File: config.mk
export PLATFORM = sky130hd
export DESIGN_NAME = ast_tx
export DESIGN_NICKNAME = d
export VERILOG_FILES = /design/src/logic/ast_pkg.sv /design/src/logic/ast_shift_if.sv /design/src/logic/ast_shifter.sv /design/src/logic/ast_tx.sv
export SDC_FILE = /design/constraint.sdc
export NUM_CORES = 1
export LEC_CHECK = 0
export ABC_AREA = 1
export BUFFER_PORTS_ARGS = -buffer_cell sky130_fd_sc_hd__buf_2
export CORE_UTILIZATION = 53
export DETAILED_ROUTE_END_ITERATION = 12
export HOLD_SLACK_MARGIN = 0.03
export PLACE_DENSITY_LB_ADDON = 0.2
export SETUP_SLACK_MARGIN = 0.2
export SLEW_MARGIN = 0
export SYNTH_ARGS = -nofsm -noshare
export SYNTH_HDL_FRONTEND = slang
export SYNTH_SLANG_ARGS = --single-unit
export TNS_END_PERCENT = 5
File: constraint.sdc
create_clock -name core_clk -period 2.3 [get_ports core_clk]
set_input_delay 0.46 -clock core_clk [delete_from_list [all_inputs] [get_ports core_clk]]
set_output_delay 0.46 -clock core_clk [all_outputs]
set_load 0.02 [all_outputs]
File: src/logic/ast_pkg.sv
// Package of constants and types for the asynchronous serial transmitter
package ast_pkg;

	// ------------------------------------------------------------
	// Register indexes (one 8-bit register per address)
	// ------------------------------------------------------------
	localparam logic [3:0] AST_REG_TX_CTRL    = 4'h0;
	localparam logic [3:0] AST_REG_HOLD       = 4'h1;
	localparam logic [3:0] AST_REG_BAUD_CTRL  = 4'h2;
	localparam logic [3:0] AST_REG_PORT_CTRL  = 4'h3;
	localparam logic [3:0] AST_REG_FLAG       = 4'h4;
	localparam logic [3:0] AST_REG_IRQ_ENABLE = 4'h5;
	localparam logic [3:0] AST_REG_EVT_STATUS = 4'h6;
	localparam logic [3:0] AST_REG_EVT_MASK   = 4'h7;

	// ------------------------------------------------------------
	// Field positions
	// ------------------------------------------------------------
	localparam int AST_BIT_NINE_BIT   = 6;
	localparam int AST_BIT_TX_ON      = 5;
	localparam int AST_BIT_SYNC_MODE  = 4;
	localparam int AST_BIT_TWO_STOP   = 3;
	localparam int AST_BIT_SHIFT_EMPT = 1;
	localparam int AST_BIT_NINTH_DATA = 0;
	localparam int AST_BIT_INVERT     = 4;
	localparam int AST_BIT_PORT_EN    = 7;
	localparam int AST_BIT_READY      = 4;
	localparam int AST_BIT_READY_IE   = 4;
	localparam int AST_EVT_FRAME_DONE = 0;
	localparam int AST_EVT_CHAR_LOAD  = 1;

	// ------------------------------------------------------------
	// Reset values and frame sizes
	// ------------------------------------------------------------
	localparam logic       AST_RST_CTRL_BIT  = 1'b0;
	localparam logic [7:0] AST_RST_BYTE      = 8'h00;
	localparam logic [1:0] AST_RST_EVT       = 2'h0;
	localparam logic       AST_RST_LINE      = 1'b1;
	localparam logic [3:0] AST_FRAME_BASE    = 4'ha;
	localparam logic [3:0] AST_REMAIN_LAST   = 4'h1;
	localparam logic [3:0] AST_REMAIN_NONE   = 4'h0;
	localparam logic [11:0] AST_SHIFT_IDLE   = 12'hfff;

	// ------------------------------------------------------------
	// State records
	// ------------------------------------------------------------
	typedef struct packed {
		logic       nineBit;
		logic       transmitterOn;
		logic       syncMode;
		logic       twoStop;
		logic       ninthData;
		logic       invertSel;
		logic       portEnable;
		logic       readyIrqEnable;
		logic [7:0] hold;
		logic       holdFull;
		logic       load;
		logic       readyFlag;
		logic [1:0] evtStatus;
		logic [1:0] evtMask;
		logic [7:0] rdData;
	} ast_ctrl_state_t;

	typedef struct packed {
		logic [11:0] shreg;
		logic [3:0]  remain;
		logic        busy;
		logic        inv;
		logic        line;
	} ast_shift_state_t;

endpackage

File: src/logic/ast_shift_if.sv
// Interface between the transmitter control and its shift register
interface ast_shift_if;
	logic       load;
	logic [8:0] loadData;
	logic       nineBit;
	logic       twoStop;
	logic       invert;
	logic       abort;
	logic       busy;
	logic       line;
	logic       frameEnd;

	modport ctrl (
		output load,
		output loadData,
		output nineBit,
		output twoStop,
		output invert,
		output abort,
		input  busy,
		input  line,
		input  frameEnd
	);

	modport shifter (
		input  load,
		input  loadData,
		input  nineBit,
		input  twoStop,
		input  invert,
		input  abort,
		output busy,
		output line,
		output frameEnd
	);
endinterface

File: src/logic/ast_shifter.sv
// Shift register that frames and sends one character per load
module ast_shifter
	import ast_pkg::*;
(
	input  wire logic   core_clk,
	input  wire logic   srst,
	input  wire logic   baudTick,
	ast_shift_if.shifter sh
);

	ast_shift_state_t state;
	ast_shift_state_t next_state;

	// ------------------------------------------------------------
	// Framing and shifting
	// ------------------------------------------------------------
	// Frame is built once at load; shifting fills with mark so stop bits fall out for free
	always_comb begin
		next_state = state;
		next_state.inv = sh.invert;
		if (sh.abort) begin
			next_state.busy = 1'b0;
			next_state.remain = AST_REMAIN_NONE;
			next_state.shreg = AST_SHIFT_IDLE;
		end else if (sh.load && !state.busy) begin
			next_state.shreg = {2'b11, sh.nineBit ? sh.loadData[8] : 1'b1, sh.loadData[7:0], 1'b0};
			next_state.remain = AST_FRAME_BASE + {3'b000, sh.nineBit} + {3'b000, sh.twoStop};
			next_state.busy = 1'b1;
		end else if (state.busy && baudTick) begin
			next_state.shreg = {1'b1, state.shreg[11:1]};
			next_state.remain = state.remain - AST_REMAIN_LAST;
			if (state.remain == AST_REMAIN_LAST) begin
				next_state.busy = 1'b0;
			end
		end
		// Idle rests at mark before polarity is applied
		next_state.line = (next_state.busy ? next_state.shreg[0] : 1'b1) ^ next_state.inv;
	end

	always_ff @(posedge core_clk) begin
		if (srst) begin
			state.shreg <= AST_SHIFT_IDLE;
			state.remain <= AST_REMAIN_NONE;
			state.busy <= AST_RST_CTRL_BIT;
			state.inv <= AST_RST_CTRL_BIT;
			state.line <= AST_RST_LINE;
		end else begin
			state <= next_state;
		end
	end

	// Outputs toward control
	assign sh.busy = state.busy;
	assign sh.line = state.line;
	assign sh.frameEnd = state.busy && baudTick && !sh.abort && (state.remain == AST_REMAIN_LAST);
endmodule

File: src/logic/ast_tx.sv
// Top of the asynchronous serial transmitter: registers, holding stage, interrupt
//
// Operation
// Write into idle path moves straight to shifter
// Busy shifter keeps new character in holding
// Pending character moves one cycle after stop
// Invert select flips idle and data polarity
// Inversion acts only in asynchronous mode
// Ready high unless busy with character waiting; here also held low while the transmitter is off
// Ready flag valid second cycle after write
// Ready flag is read-only, derived from holding
// Interrupt needs ready flag and enable both; here irq also rises on any event set in both evtStatus and evtMask
// Software enables interrupt only while data remains
// Frame: start, eight/nine data, stop bits
// Data bits go out LSb first
// Active only when on, async, port enabled
// Line rests at mark between characters
// One bit shifted per baud tick
//
// Decided for this implementation: the register offsets and strobed register access.
module ast_tx
	import ast_pkg::*;
(
	input  wire logic       core_clk,
	input  wire logic       srst,
	input  wire logic [3:0] regAddr,
	input  wire logic [7:0] regWrData,
	input  wire logic       regWrite,
	input  wire logic       regRead,
	output logic      [7:0] regRdData,
	input  wire logic       baudTick,
	output logic            txPin,
	output logic            txPinOe,
	output logic            irq
);

	// ------------------------------------------------------------
	// Helpers
	// ------------------------------------------------------------
	// One decode shared by every write select; reads decode regAddr in a case
	function automatic logic astHit(input logic strobe, input logic [3:0] addr, input logic [3:0] idx);
		astHit = strobe && (addr == idx);
	endfunction

	ast_ctrl_state_t state;
	ast_ctrl_state_t next_state;
	ast_shift_if     sh ();

	logic txActive;
	logic [1:0] evtSet;
	logic wrHold;

	// ------------------------------------------------------------
	// Shift register instance
	// ------------------------------------------------------------
	ast_shifter u_shifter (
		.core_clk (core_clk),
		.srst     (srst),
		.baudTick (baudTick),
		.sh       (sh.shifter)
	);

	// Mode gating of the whole transmit path
	assign txActive = state.transmitterOn && !state.syncMode && state.portEnable;
	assign wrHold = astHit(regWrite, regAddr, AST_REG_HOLD);

	// ------------------------------------------------------------
	// Next-state logic
	// ------------------------------------------------------------
	always_comb begin
		next_state = state;
		evtSet = 2'b00;

		// Configuration writes
		if (astHit(regWrite, regAddr, AST_REG_TX_CTRL)) begin
			next_state.nineBit = regWrData[AST_BIT_NINE_BIT];
			next_state.transmitterOn = regWrData[AST_BIT_TX_ON];
			next_state.syncMode = regWrData[AST_BIT_SYNC_MODE];
			next_state.twoStop = regWrData[AST_BIT_TWO_STOP];
			next_state.ninthData = regWrData[AST_BIT_NINTH_DATA];
		end
		if (astHit(regWrite, regAddr, AST_REG_BAUD_CTRL)) begin
			next_state.invertSel = regWrData[AST_BIT_INVERT];
		end
		if (astHit(regWrite, regAddr, AST_REG_PORT_CTRL)) begin
			next_state.portEnable = regWrData[AST_BIT_PORT_EN];
		end
		if (astHit(regWrite, regAddr, AST_REG_IRQ_ENABLE)) begin
			next_state.readyIrqEnable = regWrData[AST_BIT_READY_IE];
		end
		if (astHit(regWrite, regAddr, AST_REG_EVT_MASK)) begin
			next_state.evtMask = regWrData[1:0];
		end

		// Holding stage: one entry; a write onto a full entry is dropped, software must poll ready
		next_state.load = 1'b0;
		if (state.load) begin
			next_state.holdFull = 1'b0;
		end
		if (txActive && state.holdFull && !sh.busy && !state.load) begin
			next_state.load = 1'b1;
		end
		// Entry moving out this cycle is free already, as the ready flag has told software
		if (wrHold && (!state.holdFull || state.load)) begin
			next_state.hold = regWrData;
			next_state.holdFull = 1'b1;
		end
		// Switching the transmitter off flushes any queued character
		if (!state.transmitterOn) begin
			next_state.holdFull = 1'b0;
			next_state.load = 1'b0;
		end

		// Ready tracks transmitter enable and occupancy; writes to its register have no effect
		next_state.readyFlag = state.transmitterOn && !(state.holdFull && (sh.busy || state.load));

		// Sticky events: set beats the write-one clear in the same cycle
		evtSet[AST_EVT_FRAME_DONE] = sh.frameEnd;
		evtSet[AST_EVT_CHAR_LOAD] = state.load;
		if (astHit(regWrite, regAddr, AST_REG_EVT_STATUS)) begin
			next_state.evtStatus = state.evtStatus & ~regWrData[1:0];
		end
		next_state.evtStatus = next_state.evtStatus | evtSet;

		// Read data stands in the cycle after the strobe only
		next_state.rdData = AST_RST_BYTE;
		if (regRead) begin
			unique case (regAddr)
				AST_REG_TX_CTRL: begin
					next_state.rdData[AST_BIT_NINE_BIT] = state.nineBit;
					next_state.rdData[AST_BIT_TX_ON] = state.transmitterOn;
					next_state.rdData[AST_BIT_SYNC_MODE] = state.syncMode;
					next_state.rdData[AST_BIT_TWO_STOP] = state.twoStop;
					next_state.rdData[AST_BIT_SHIFT_EMPT] = !sh.busy;
					next_state.rdData[AST_BIT_NINTH_DATA] = state.ninthData;
				end
				AST_REG_HOLD: begin
					next_state.rdData = state.hold;
				end
				AST_REG_BAUD_CTRL: begin
					next_state.rdData[AST_BIT_INVERT] = state.invertSel;
				end
				AST_REG_PORT_CTRL: begin
					next_state.rdData[AST_BIT_PORT_EN] = state.portEnable;
				end
				AST_REG_FLAG: begin
					next_state.rdData[AST_BIT_READY] = state.readyFlag;
				end
				AST_REG_IRQ_ENABLE: begin
					next_state.rdData[AST_BIT_READY_IE] = state.readyIrqEnable;
				end
				AST_REG_EVT_STATUS: begin
					next_state.rdData[1:0] = state.evtStatus;
				end
				AST_REG_EVT_MASK: begin
					next_state.rdData[1:0] = state.evtMask;
				end
				default: begin
					next_state.rdData = AST_RST_BYTE;
				end
			endcase
		end
	end

	// ------------------------------------------------------------
	// State register
	// ------------------------------------------------------------
	always_ff @(posedge core_clk) begin
		if (srst) begin
			state.nineBit <= AST_RST_CTRL_BIT;
			state.transmitterOn <= AST_RST_CTRL_BIT;
			state.syncMode <= AST_RST_CTRL_BIT;
			state.twoStop <= AST_RST_CTRL_BIT;
			state.ninthData <= AST_RST_CTRL_BIT;
			state.invertSel <= AST_RST_CTRL_BIT;
			state.portEnable <= AST_RST_CTRL_BIT;
			state.readyIrqEnable <= AST_RST_CTRL_BIT;
			state.hold <= AST_RST_BYTE;
			state.holdFull <= AST_RST_CTRL_BIT;
			state.load <= AST_RST_CTRL_BIT;
			state.readyFlag <= AST_RST_CTRL_BIT;
			state.evtStatus <= AST_RST_EVT;
			state.evtMask <= AST_RST_EVT;
			state.rdData <= AST_RST_BYTE;
		end else begin
			state <= next_state;
		end
	end

	// ------------------------------------------------------------
	// Connections and outputs
	// ------------------------------------------------------------
	// Shifter control; inversion means something else in clocked mode so it is masked there
	assign sh.load = state.load;
	assign sh.loadData = {state.ninthData, state.hold};
	assign sh.nineBit = state.nineBit;
	assign sh.twoStop = state.twoStop;
	assign sh.invert = state.invertSel && !state.syncMode;
	assign sh.abort = !txActive;

	// Pin and bus outputs
	assign txPin = sh.line;
	assign txPinOe = state.portEnable;
	assign regRdData = state.rdData;
	assign irq = (state.readyFlag && state.readyIrqEnable) || |(state.evtStatus & state.evtMask);
endmodule

==> qor.yml, run 1 <==
post_cts_buffers: 0
die_area_sq_um: 4210
dr_wl_met2_um: 2060
final_common_cell: "nand2_1"
cp-endpoint: "u_shifter.state[3]$_SDFFE_PP0P_"
status: "completed"
grt.overflow.total: 0
fp.dieW_um: 64.9
hold_viol: 0
clkTransAtPathRegs_ps: 90
routed.top_layer: "met4"
grt_pass1_wl_um: 7420
worstSetupPathType: "flip-flop to flip-flop"
drive_above_1_share_pct: 14.5
grt_pass1_vias: 1594
post_cts_resized: 0
die_h_um: 64.9
worstHoldPathCells: 3
cts_max_level: 2
finClkSkew_ps: 8.10
route.met3.wl_um: 239
crit_required_ps: 2540
ys_seq_area_share_pct: 44.9
grt_antenna_before_repair: 0
coreArea_sq_um: 3720
worstReg2RegStart: "u_shifter.sh.busy$_SDFF_PP0_"
cp.arrival_ps: 1810
rows: 22
synth_area_sq_um: 2100
leakagePower_nw: 0.975
worstSetupStartpointType: "flip-flop"
grt_start_max_net_pins: 16
reg2reg_depth: 5
crit_start: "u_shifter.sh.busy$_SDFF_PP0_"
peakVddDrop_v: 0.000285
drc: 0
setup_viol: 0
nets: 337
fin_total_pwr_mw: 1.43
port_buffers: 27
max-cap-violations: 0
finalCriticalPeriod_ps: 1570
drtPass1Iterations: 4
pin_count: 28
hpwl_um: 3390
max_freq_ghz: 0.638
synth_cell_types: 24
yosys_warnings: 0
cts_tree: "yes"
fin_setup_tns_ps: 0
endpoint_kind: "flip-flop"
hold_buffers: 0
gp_congestion: 0.858
clock_sinks: 47
cts_inserted_buffers: 5
via_per_inst: 5.24
track_usage_pct: 23.6
drv_slew: 0
slew_headroom_pct: 56.5
n_antenna_cell: 0
cts-root-buf: "clkbuf_8"
tightest_slew_ps: 650
wl_met1_um: 2230
postRouteAntennaNets: 0
min_path_type: "input port to flip-flop"
vias: 1919
synthCells: 296
powerDensity_nw_per_um2: 620
initial_core_util_pct: 56.4
syn2layout_area_growth_pct: 9.85
worst-path-max-fanout: 12
first_iter_violations: 149
postSynthNetCount: 316
syn_area_per_cell_sq_um: 7.08
clkLatencyLatePin_ps: 300
final_cell_mix: "74 x nand2_1, 47 x dfxtp_1, 42 x nor2_1, 33 x nand3_1"
rrSetupSlack_ps: 730
ys_seq_elements: 47
rsz0062_at_grt: "no"
routed_wl_um: 4580
reg2reg_to: "u_shifter.state[3]$_SDFFE_PP0P_"
cts_max_path_buffers: 2
finalCritPeriodShare_pct: 68.1
wl_per_cell_um: 12.5
utilization_pct: 62.0
## report_power, final
| part | internal, mW | switching (mW) | leakage, nW |
|---|---|---|---|
| logic | 0.0232 | 0.0485 | 0.548 |
| registers | 0.819 | 0.00573 | 0.380 |
| clock network | 0.246 | 0.284 | 0.0474 |
## layer usage
metal,vias up,track usage (%)
met5,-,0
met3,4,5.81
met4,0,8.61
met1,877,33.3
met2,52,34.5
li1,986,-
## worst max-delay path: stages (launching register included)
cell and delay (ps):
dfxtp_1 380, nand2_1 140, inv_1 170, nor2_1 560, nand2_1 100, a31oi_1 140
## synth_stat cells, drive strengths merged
master	instances	share of area, %
clkbuf	3	0.54
clkinv	1	0.42
and3	1	0.30
nor3	2	0.48
o21ai	17	4.1
a31oi	1	0.30
ha	3	1.8
nand2	75	14
inv	26	4.7
nor2	44	8.4
o211ai	1	0.36
nand4	1	0.30
buf	12	4.4
a21oi	27	6.4
dfxtp	47	45
nand3	35	9.2
## flip-flops by register name, indices dropped and copies added, names as in the netlist
register and cells:
sh.nineBit 1, u_shifter.sh.line 1, u_shifter.state 14, txPinOe 1, sh.twoStop 1, sh.load 1, state 10, u_shifter.sh.busy 1
sh.loadData 9, regRdData 8
## cell families (layout without fill, tap and decap cells)
family	Yosys count	in the layout	synth area share, %
buffers and inverters	42	64	9.97
AO/OA/AOI/OAI	46	46	11.2
flip-flops	47	47	44.9
AND/OR/NAND/NOR	158	158	32.2
adder cells (fa/ha/maj)	3	3	1.79
## through the flow
step / instances / hold WS [ps] / setup slack (ps) / instance area [sq um]
final: 366 / 423 / 733 / 2300
after detailed placement: 358 / 436 / 555 / 2200
after global routing: 366 / 433 / 543 / 2300
after CTS: 366 / 428 / 729 / 2300
after global placement: 358 / 431 / 620 / 2200
after floorplan: 296 / 410 / 1000 / 2100
## final cells by class
cell class / instances / area [sq um]
Fill cell: 367 / 1410
Multi-Input combinational cell: 207 / 946
Sequential cell: 47 / 941
Timing Repair Buffer: 29 / 150
Inverter: 27 / 106
Clock buffer: 6 / 82.6
Tap cell: 48 / 60.1
Clock inverter: 2 / 16.3
## worst min path at each step
stage	startpoint	end	slack [ps]
detailed placement	state[14]$_SDFFE_PP0P_	state[12]$_SDFF_PP0_	440
global route	regWrData[1]	state[9]$_SDFFE_PP0P_	430
floorplan	state[14]$_SDFFE_PP0P_	state[12]$_SDFF_PP0_	410
finish	regWrData[7]	sh.loadData[7]$_SDFFE_PP0P_	420
global placement	state[14]$_SDFFE_PP0P_	state[12]$_SDFF_PP0_	430
CTS	regWrData[7]	sh.loadData[7]$_SDFFE_PP0P_	430
Power figures use the tool's default switching activity.
==> run 2, diff against run 1 <==
- CORE_UTILIZATION: 53 -> 51
- clock period: 2.3 -> 1.3 ns (I/O delays scaled with it)
==> run 2 against run 1 <==
Setup slack lost 620 ps. Highest routed layer unchanged. Clock skew grew 5.4 ps. Via count grew 4.1%. Combinational power grew 100%. Clock-buffer cell count shrank 1. Global-route usage grew 1.2 points.
==> qor.yml, run 2 (synthesis results as in run 1) <==
fin_cells: 383
clkPwrFrac_pct: 44.5
powerDensity_nw_per_um2: 1150
syn2layout_area_growth_pct: 20.2
cts_max_level: 2
cp.arrival_ps: 930
placed_area_sq_um: 2310
fp.dieW_um: 66.1
drc: 0
peakVddDrop_v: 0.000630
grt.overflow.total: 0
coreArea_sq_um: 3800
largest_register: "u_shifter.state"
power_frac_comb_pct: 5.0
die_area_sq_um: 4370
n_antenna_cell: 0
postRouteAntennaNets: 0
initial_core_util_pct: 55.2
grt_pass1_vias: 1759
finalInstanceArea_sq_um: 2520
finalCriticalPeriod_ps: 1190
rsz0062_at_grt: "yes"
final_common_cell: "nand2_1"
gp_congestion: 0.888
via_per_inst: 5.22
clock_sinks: 47
cts_tree: "yes"
largest_reg_flops: 14
nets: 354
worstSetupPathType: "flip-flop to output port"
p_int_mw: 2.27
vias: 1998
drive_above_1_share_pct: 23.9
power.switching_mw: 0.616
grt_start_max_net_pins: 16
final_cell_mix: "69 x nand2_1, 39 x nor2_1, 39 x dfxtp_1, 32 x nand3_1, 27 x a21oi_1"
rows: 22
cts-root-buf: "clkbuf_8"
cts_inserted_buffers: 5
slew_headroom_pct: 75.6
status: "completed"
pin_count: 28
die_h_um: 66.1
worst-path-max-fanout: 2
slowest_stage: "dfxtp_2"
clkLatencyLatePin_ps: 310
dp.cells: 371
grt_pass1_wl_um: 8000
max_freq_ghz: 0.842
finClkSkew_ps: 13.5
endpoint_kind: "output port"
finalCritPeriodShare_pct: 91.3
crit_required_ps: 1040
max-cap-violations: 0
max_stage_delay_ps: 330
path_cells: "nand2_2 -> nand3_2 -> buf_6"
cts_max_path_buffers: 2
wl_per_cell_um: 12.8
switching_share_pct: 21.3
setup_viol: 0
clkTransAtPathRegs_ps: 100
drtPass1Iterations: 4
grt_antenna_before_repair: 0
hpwl_um: 3640
track_usage_pct: 24.8
routed_wl_um: 4890
hold_viol: 0
tightest_slew_ps: 366
leakagePower_nw: 1.10
first_iter_violations: 160
pwr-share-seq_pct: 50.5
port_buffers: 27
drv_slew: 0
fin_setup_tns_ps: 0
min_path_type: "input port to flip-flop"
worstSetupStartpointType: "flip-flop"
[run 2: changes by cell type in the layout (fill, tap and decap cells not counted), sizes merged]
cell      delta
buf         +17
clkbuf       -1
clkinv       -1
clkinvlp     -1
inv          +1
bufinv       +2
[run 2: worst paths after layout]
path / startpoint / endpoint / slack, ps / cells past startpoint
worst max-delay path: state[11]$_SDFF_PP0_ / irq / 110 / 3
worst min-delay path: regWrData[2] / sh.loadData[2]$_SDFFE_PP0P_ / 220 / 3
worst max register to register: sh.load$_SDFF_PP0_ / sh.loadData[6]$_SDFFE_PP0P_ / 140 / 6
worst min register to register: sh.loadData[2]$_SDFFE_PP0P_ / regRdData[2]$_SDFF_PP0_ / 450 / 2
[run 2: per-stage QoR]
step,power (mW),worst slack (ps),hold WS (ps),utilization [%]
after CTS,2.89,114,216,65.3
after global placement,1.63,92.7,429,60.8
final,2.89,113,219,66.3
after global routing,2.99,75.2,224,66.3
after detailed placement,1.63,65.8,427,60.8
after floorplan,1.56,203,369,-
[run 2: layout make-up]
cell class | instances | area (sq um)
fill | 347 | 1280
sequential | 47 | 953
tap | 48 | 60.1
clock inverter | 3 | 66.3
inverter | 27 | 106
clock buffer | 5 | 68.8
timing repair buffer | 46 | 284
multi-input combinational | 207 | 981
[run 2: worst max-delay path, delay by kind of cell, from the launching register on]
kind	cells	cell delay, ps
and+or+nand+nor	2	150
DFF	1	330
buffers and inverters	1	130
[run 2: routing by layer]
metal | track usage [%] | routed length (um) | vias up
met5 | 0 | 0 | -
met4 | 7.98 | 61 | 0
met3 | 5.69 | 256 | 5
met2 | 38.8 | 2260 | 55
met1 | 33.6 | 2300 | 918
li1 | - | - | 1020
[run 2: what timing repair did]
| item | 4_1_cts | 5_1_grt |
|---|---|---|
| pin swaps | 2 | 1 |
| setup buffers | 3 | 1 |
| hold buffers | 0 | 0 |
| resized for setup | 9 | 10 |
| setup endpoints to repair | 23 | 27 |
[run 2: power by group through the flow]
stage,Combinational (mW),Sequential [mW],Clock (mW)
after floorplan,0.0668,1.49,0
after global placement,0.137,1.49,0
after detailed placement,0.140,1.49,0
after CTS,0.143,1.46,1.29
after global routing,0.158,1.46,1.37
final,0.145,1.46,1.28
==> run 3, diff against run 2 <==
- ABC_AREA: 1 -> default
- CORE_UTILIZATION: 51 -> 53
- CTS_BUF_LIST: default -> sky130_fd_sc_hd__clkbuf_4
==> run 3 against run 2 <==
The flow now finishes with violations (negative setup slack). Critical path depth unchanged. Non-clock buffer count grew 14. Setup slack got worse by 400 ps. Synthesized cell count down 21%. Utilization up 6.7 points. Via count decreased by 11%. Clock power down 34%. Sequential share of layout area fell by 2.5 points. First-iteration DRC count increased by 26%. Die area shrank 3.3%. Clock-buffer cell count stayed put.
==> qor.yml, run 3 <==
synthMostInstantiatedCell: "dfxtp_1"
cp-endpoint: "irq"
grt_start_max_net_pins: 22
worstReg2RegStart: "u_shifter.state[4]$_SDFFE_PP0P_"
path_buf_inv: 2
fin_cells: 332
grt_antenna_before_repair: 0
drv_slew: 0
synthCells: 234
finClkSkew_ps: 7.45
track_usage_pct: 26.4
async_flop_share_pct: 0
port_buffers: 27
crit_start: "state[23]$_SDFFE_PP0P_"
final_common_cell: "dfxtp_1"
hold_buffers: 0
tightest_slew_ps: 322
synthTopCellsByCount: "47 x dfxtp_1, 31 x nand2_1, 25 x nor2_1"
min_from: "regWrData[2]"
worst-path-max-fanout: 2
status: "complete, but fails checks"
powerDensity_nw_per_um2: 904
max-cap-violations: 0
cts-root-buf: "clkbuf_4"
worstSetupStartpointType: "flip-flop"
setup_ws_ps: -288
coreArea_sq_um: 3740
reg2reg_depth: 6
slew_headroom_pct: 78.3
postSynthNetCount: 254
ys_seq_elements: 47
largest_reg_flops: 14
yosysTopAreaCellShare_pct: 44.7
drive_above_1_share_pct: 36.3
ys_seq_area_share_pct: 44.7
wl_per_cell_um: 15.6
crit_required_ps: 1040
synth-edff-count: 0
syn2layout_area_growth_pct: 30.0
drc: 0
rrSetupSlack_ps: -70
leakagePower_nw: 1.18
cts_max_path_buffers: 2
rsz0062_at_grt: "yes"
first_iter_violations: 201
ys.flop_type: "dfxtp_1"
routed_wl_um: 5170
cpLargestDelayFamily: "compound AO/OA/AOI/OAI gates"
fp.dieW_um: 65.0
path_depth: 3
cp.arrival_ps: 1330
slowest_stage: "a222oi_1"
drtPass1Iterations: 5
endpoint_kind: "output port"
fin_setup_tns_ps: -361
n_antenna_cell: 0
reg2reg_to: "u_shifter.sh.line$_SDFF_PP1_"
violations: "negative setup slack"
cts_max_level: 2
min_path_type: "input port to flip-flop"
gp_congestion: 0.894
grt_pass1_wl_um: 8270
hpwl_um: 3700
yosys-top-cells-area: "dfxtp_1 45%, mux2i_1 7.6%, nand2_1 5.5%, nor2_1 4.5%, a221oi_1 4.2%"
finalCriticalPeriod_ps: 1590
finalCritPeriodShare_pct: 122
dp.cells: 323
initial_core_util_pct: 56.2
cts_inserted_buffers: 5
path_cells: "a222oi_1 -> inv_1 -> buf_2"
final_cell_mix: "35 x dfxtp_1, 31 x nand2_1, 28 x buf_4, 25 x nor2_1, 17 x buf_2"
via_per_inst: 5.36
syn_area_per_cell_sq_um: 8.99
rows: 22
grt_pass1_vias: 1661
die_h_um: 65.0
postRouteAntennaNets: 0
max_stage_delay_ps: 370
peakVddDrop_v: 0.000961
vias: 1781
setup_viol: 2
synth_area_sq_um: 2100
clock_sinks: 47
yosys_warnings: 0
pin_count: 28
largest_register: "u_shifter.state"
worstSetupPathType: "flip-flop to output port"
hold_viol: 0
nets: 303
grt.overflow.total: 0
die_area_sq_um: 4230
max_freq_ghz: 0.630
synth_cell_types: 40
clkLatencyLatePin_ps: 360
cts_tree: "yes"
synth_area_leader_cell: "dfxtp_1"
clkTransAtPathRegs_ps: 130
==> run 3: changes by cell type after synthesis, sizes merged, moves of 10 or more <==
cell and delta:
o21ai -11, inv -18, mux2i +16, nand3 -25
a21oi -13, a221oi +10, nor2 -18, nand2 -44
==> run 3: logic make-up after synthesis <==
logic type      Yosys count  synth area share, %
compound gates           45                 14.7
xor+xnor                  1                0.416
fa+ha+maj                 3                 1.78
buf+inv                  26                 6.96
flops                    47                 44.7
mux                      17                 8.14
simple gates             95                 23.2
==> run 3: cell type report <==
type	instances	area [sq um]
Multi-Input combinational cell	161	1130
Fill cell	290	1010
Sequential cell	47	966
Timing Repair Buffer	60	473
Tap cell	48	60.1
Clock inverter	3	38.8
Clock buffer	5	37.5
Inverter	8	30.0
==> run 3: tightest hold or removal path, cell delays in order <==
cell     delay, ps
buf_2           70
mux2i_1         50
nor2_1          70
==> run 3: per-layer routing <==
| metal | wire, um | global-route usage, % | share of wire, % | vias up |
|---|---|---|---|---|
| li1 | - | - | - | 921 |
| met1 | 2460 | 35.5 | 48 | 784 |
| met2 | 2300 | 40.8 | 44 | 66 |
| met3 | 280 | 7.75 | 5.4 | 10 |
| met4 | 132 | 7.61 | 2.6 | 0 |
| met5 | 0 | 0 | 0 | - |
==> run 3: how the worst min path moves through the flow <==
| stage | depth (start not counted) | to | slack, ps |
|---|---|---|---|
| finish | 3 | sh.loadData[2]$_SDFFE_PP0P_ | 120 |
| global route | 3 | sh.loadData[2]$_SDFFE_PP0P_ | 110 |
| CTS | 3 | sh.loadData[2]$_SDFFE_PP0P_ | 120 |
| detailed placement | 2 | u_shifter.state[11]$_SDFFE_PP1P_ | 430 |
| global placement | 1 | state[12]$_SDFF_PP0_ | 430 |
| floorplan | 2 | state[8]$_SDFFE_PP0P_ | 400 |
==> run 3: report_power, final <==
| group | leakage (nW) | switching, mW | internal [mW] |
|---|---|---|---|
| logic | 0.754 | 0.0953 | 0.0840 |
| registers | 0.387 | 0.00831 | 1.44 |
| clock network | 0.0426 | 0.448 | 0.396 |
==> run 3: repair_timing <==
item,4_1_cts,5_1_grt
pin swaps,7,16
endpoints found under the setup margin,37,39
buffers inserted,1,0
gates resized for setup,29,26
cloned,0,0
==> run 3: per-stage QoR <==
stage | area [sq um] | util (%) | hold WS, ps | total power, mW | worst slack (ps)
global route | 2740 | 73.1 | 106 | 2.57 | -376
CTS | 2640 | 70.5 | 119 | 2.48 | -260
global placement | 2460 | 65.7 | 427 | 1.65 | -29.0
detailed placement | 2460 | 65.7 | 433 | 1.66 | -122
finish | 2740 | 73.1 | 119 | 2.47 | -288
floorplan | 2130 | - | 396 | 1.57 | 19.1
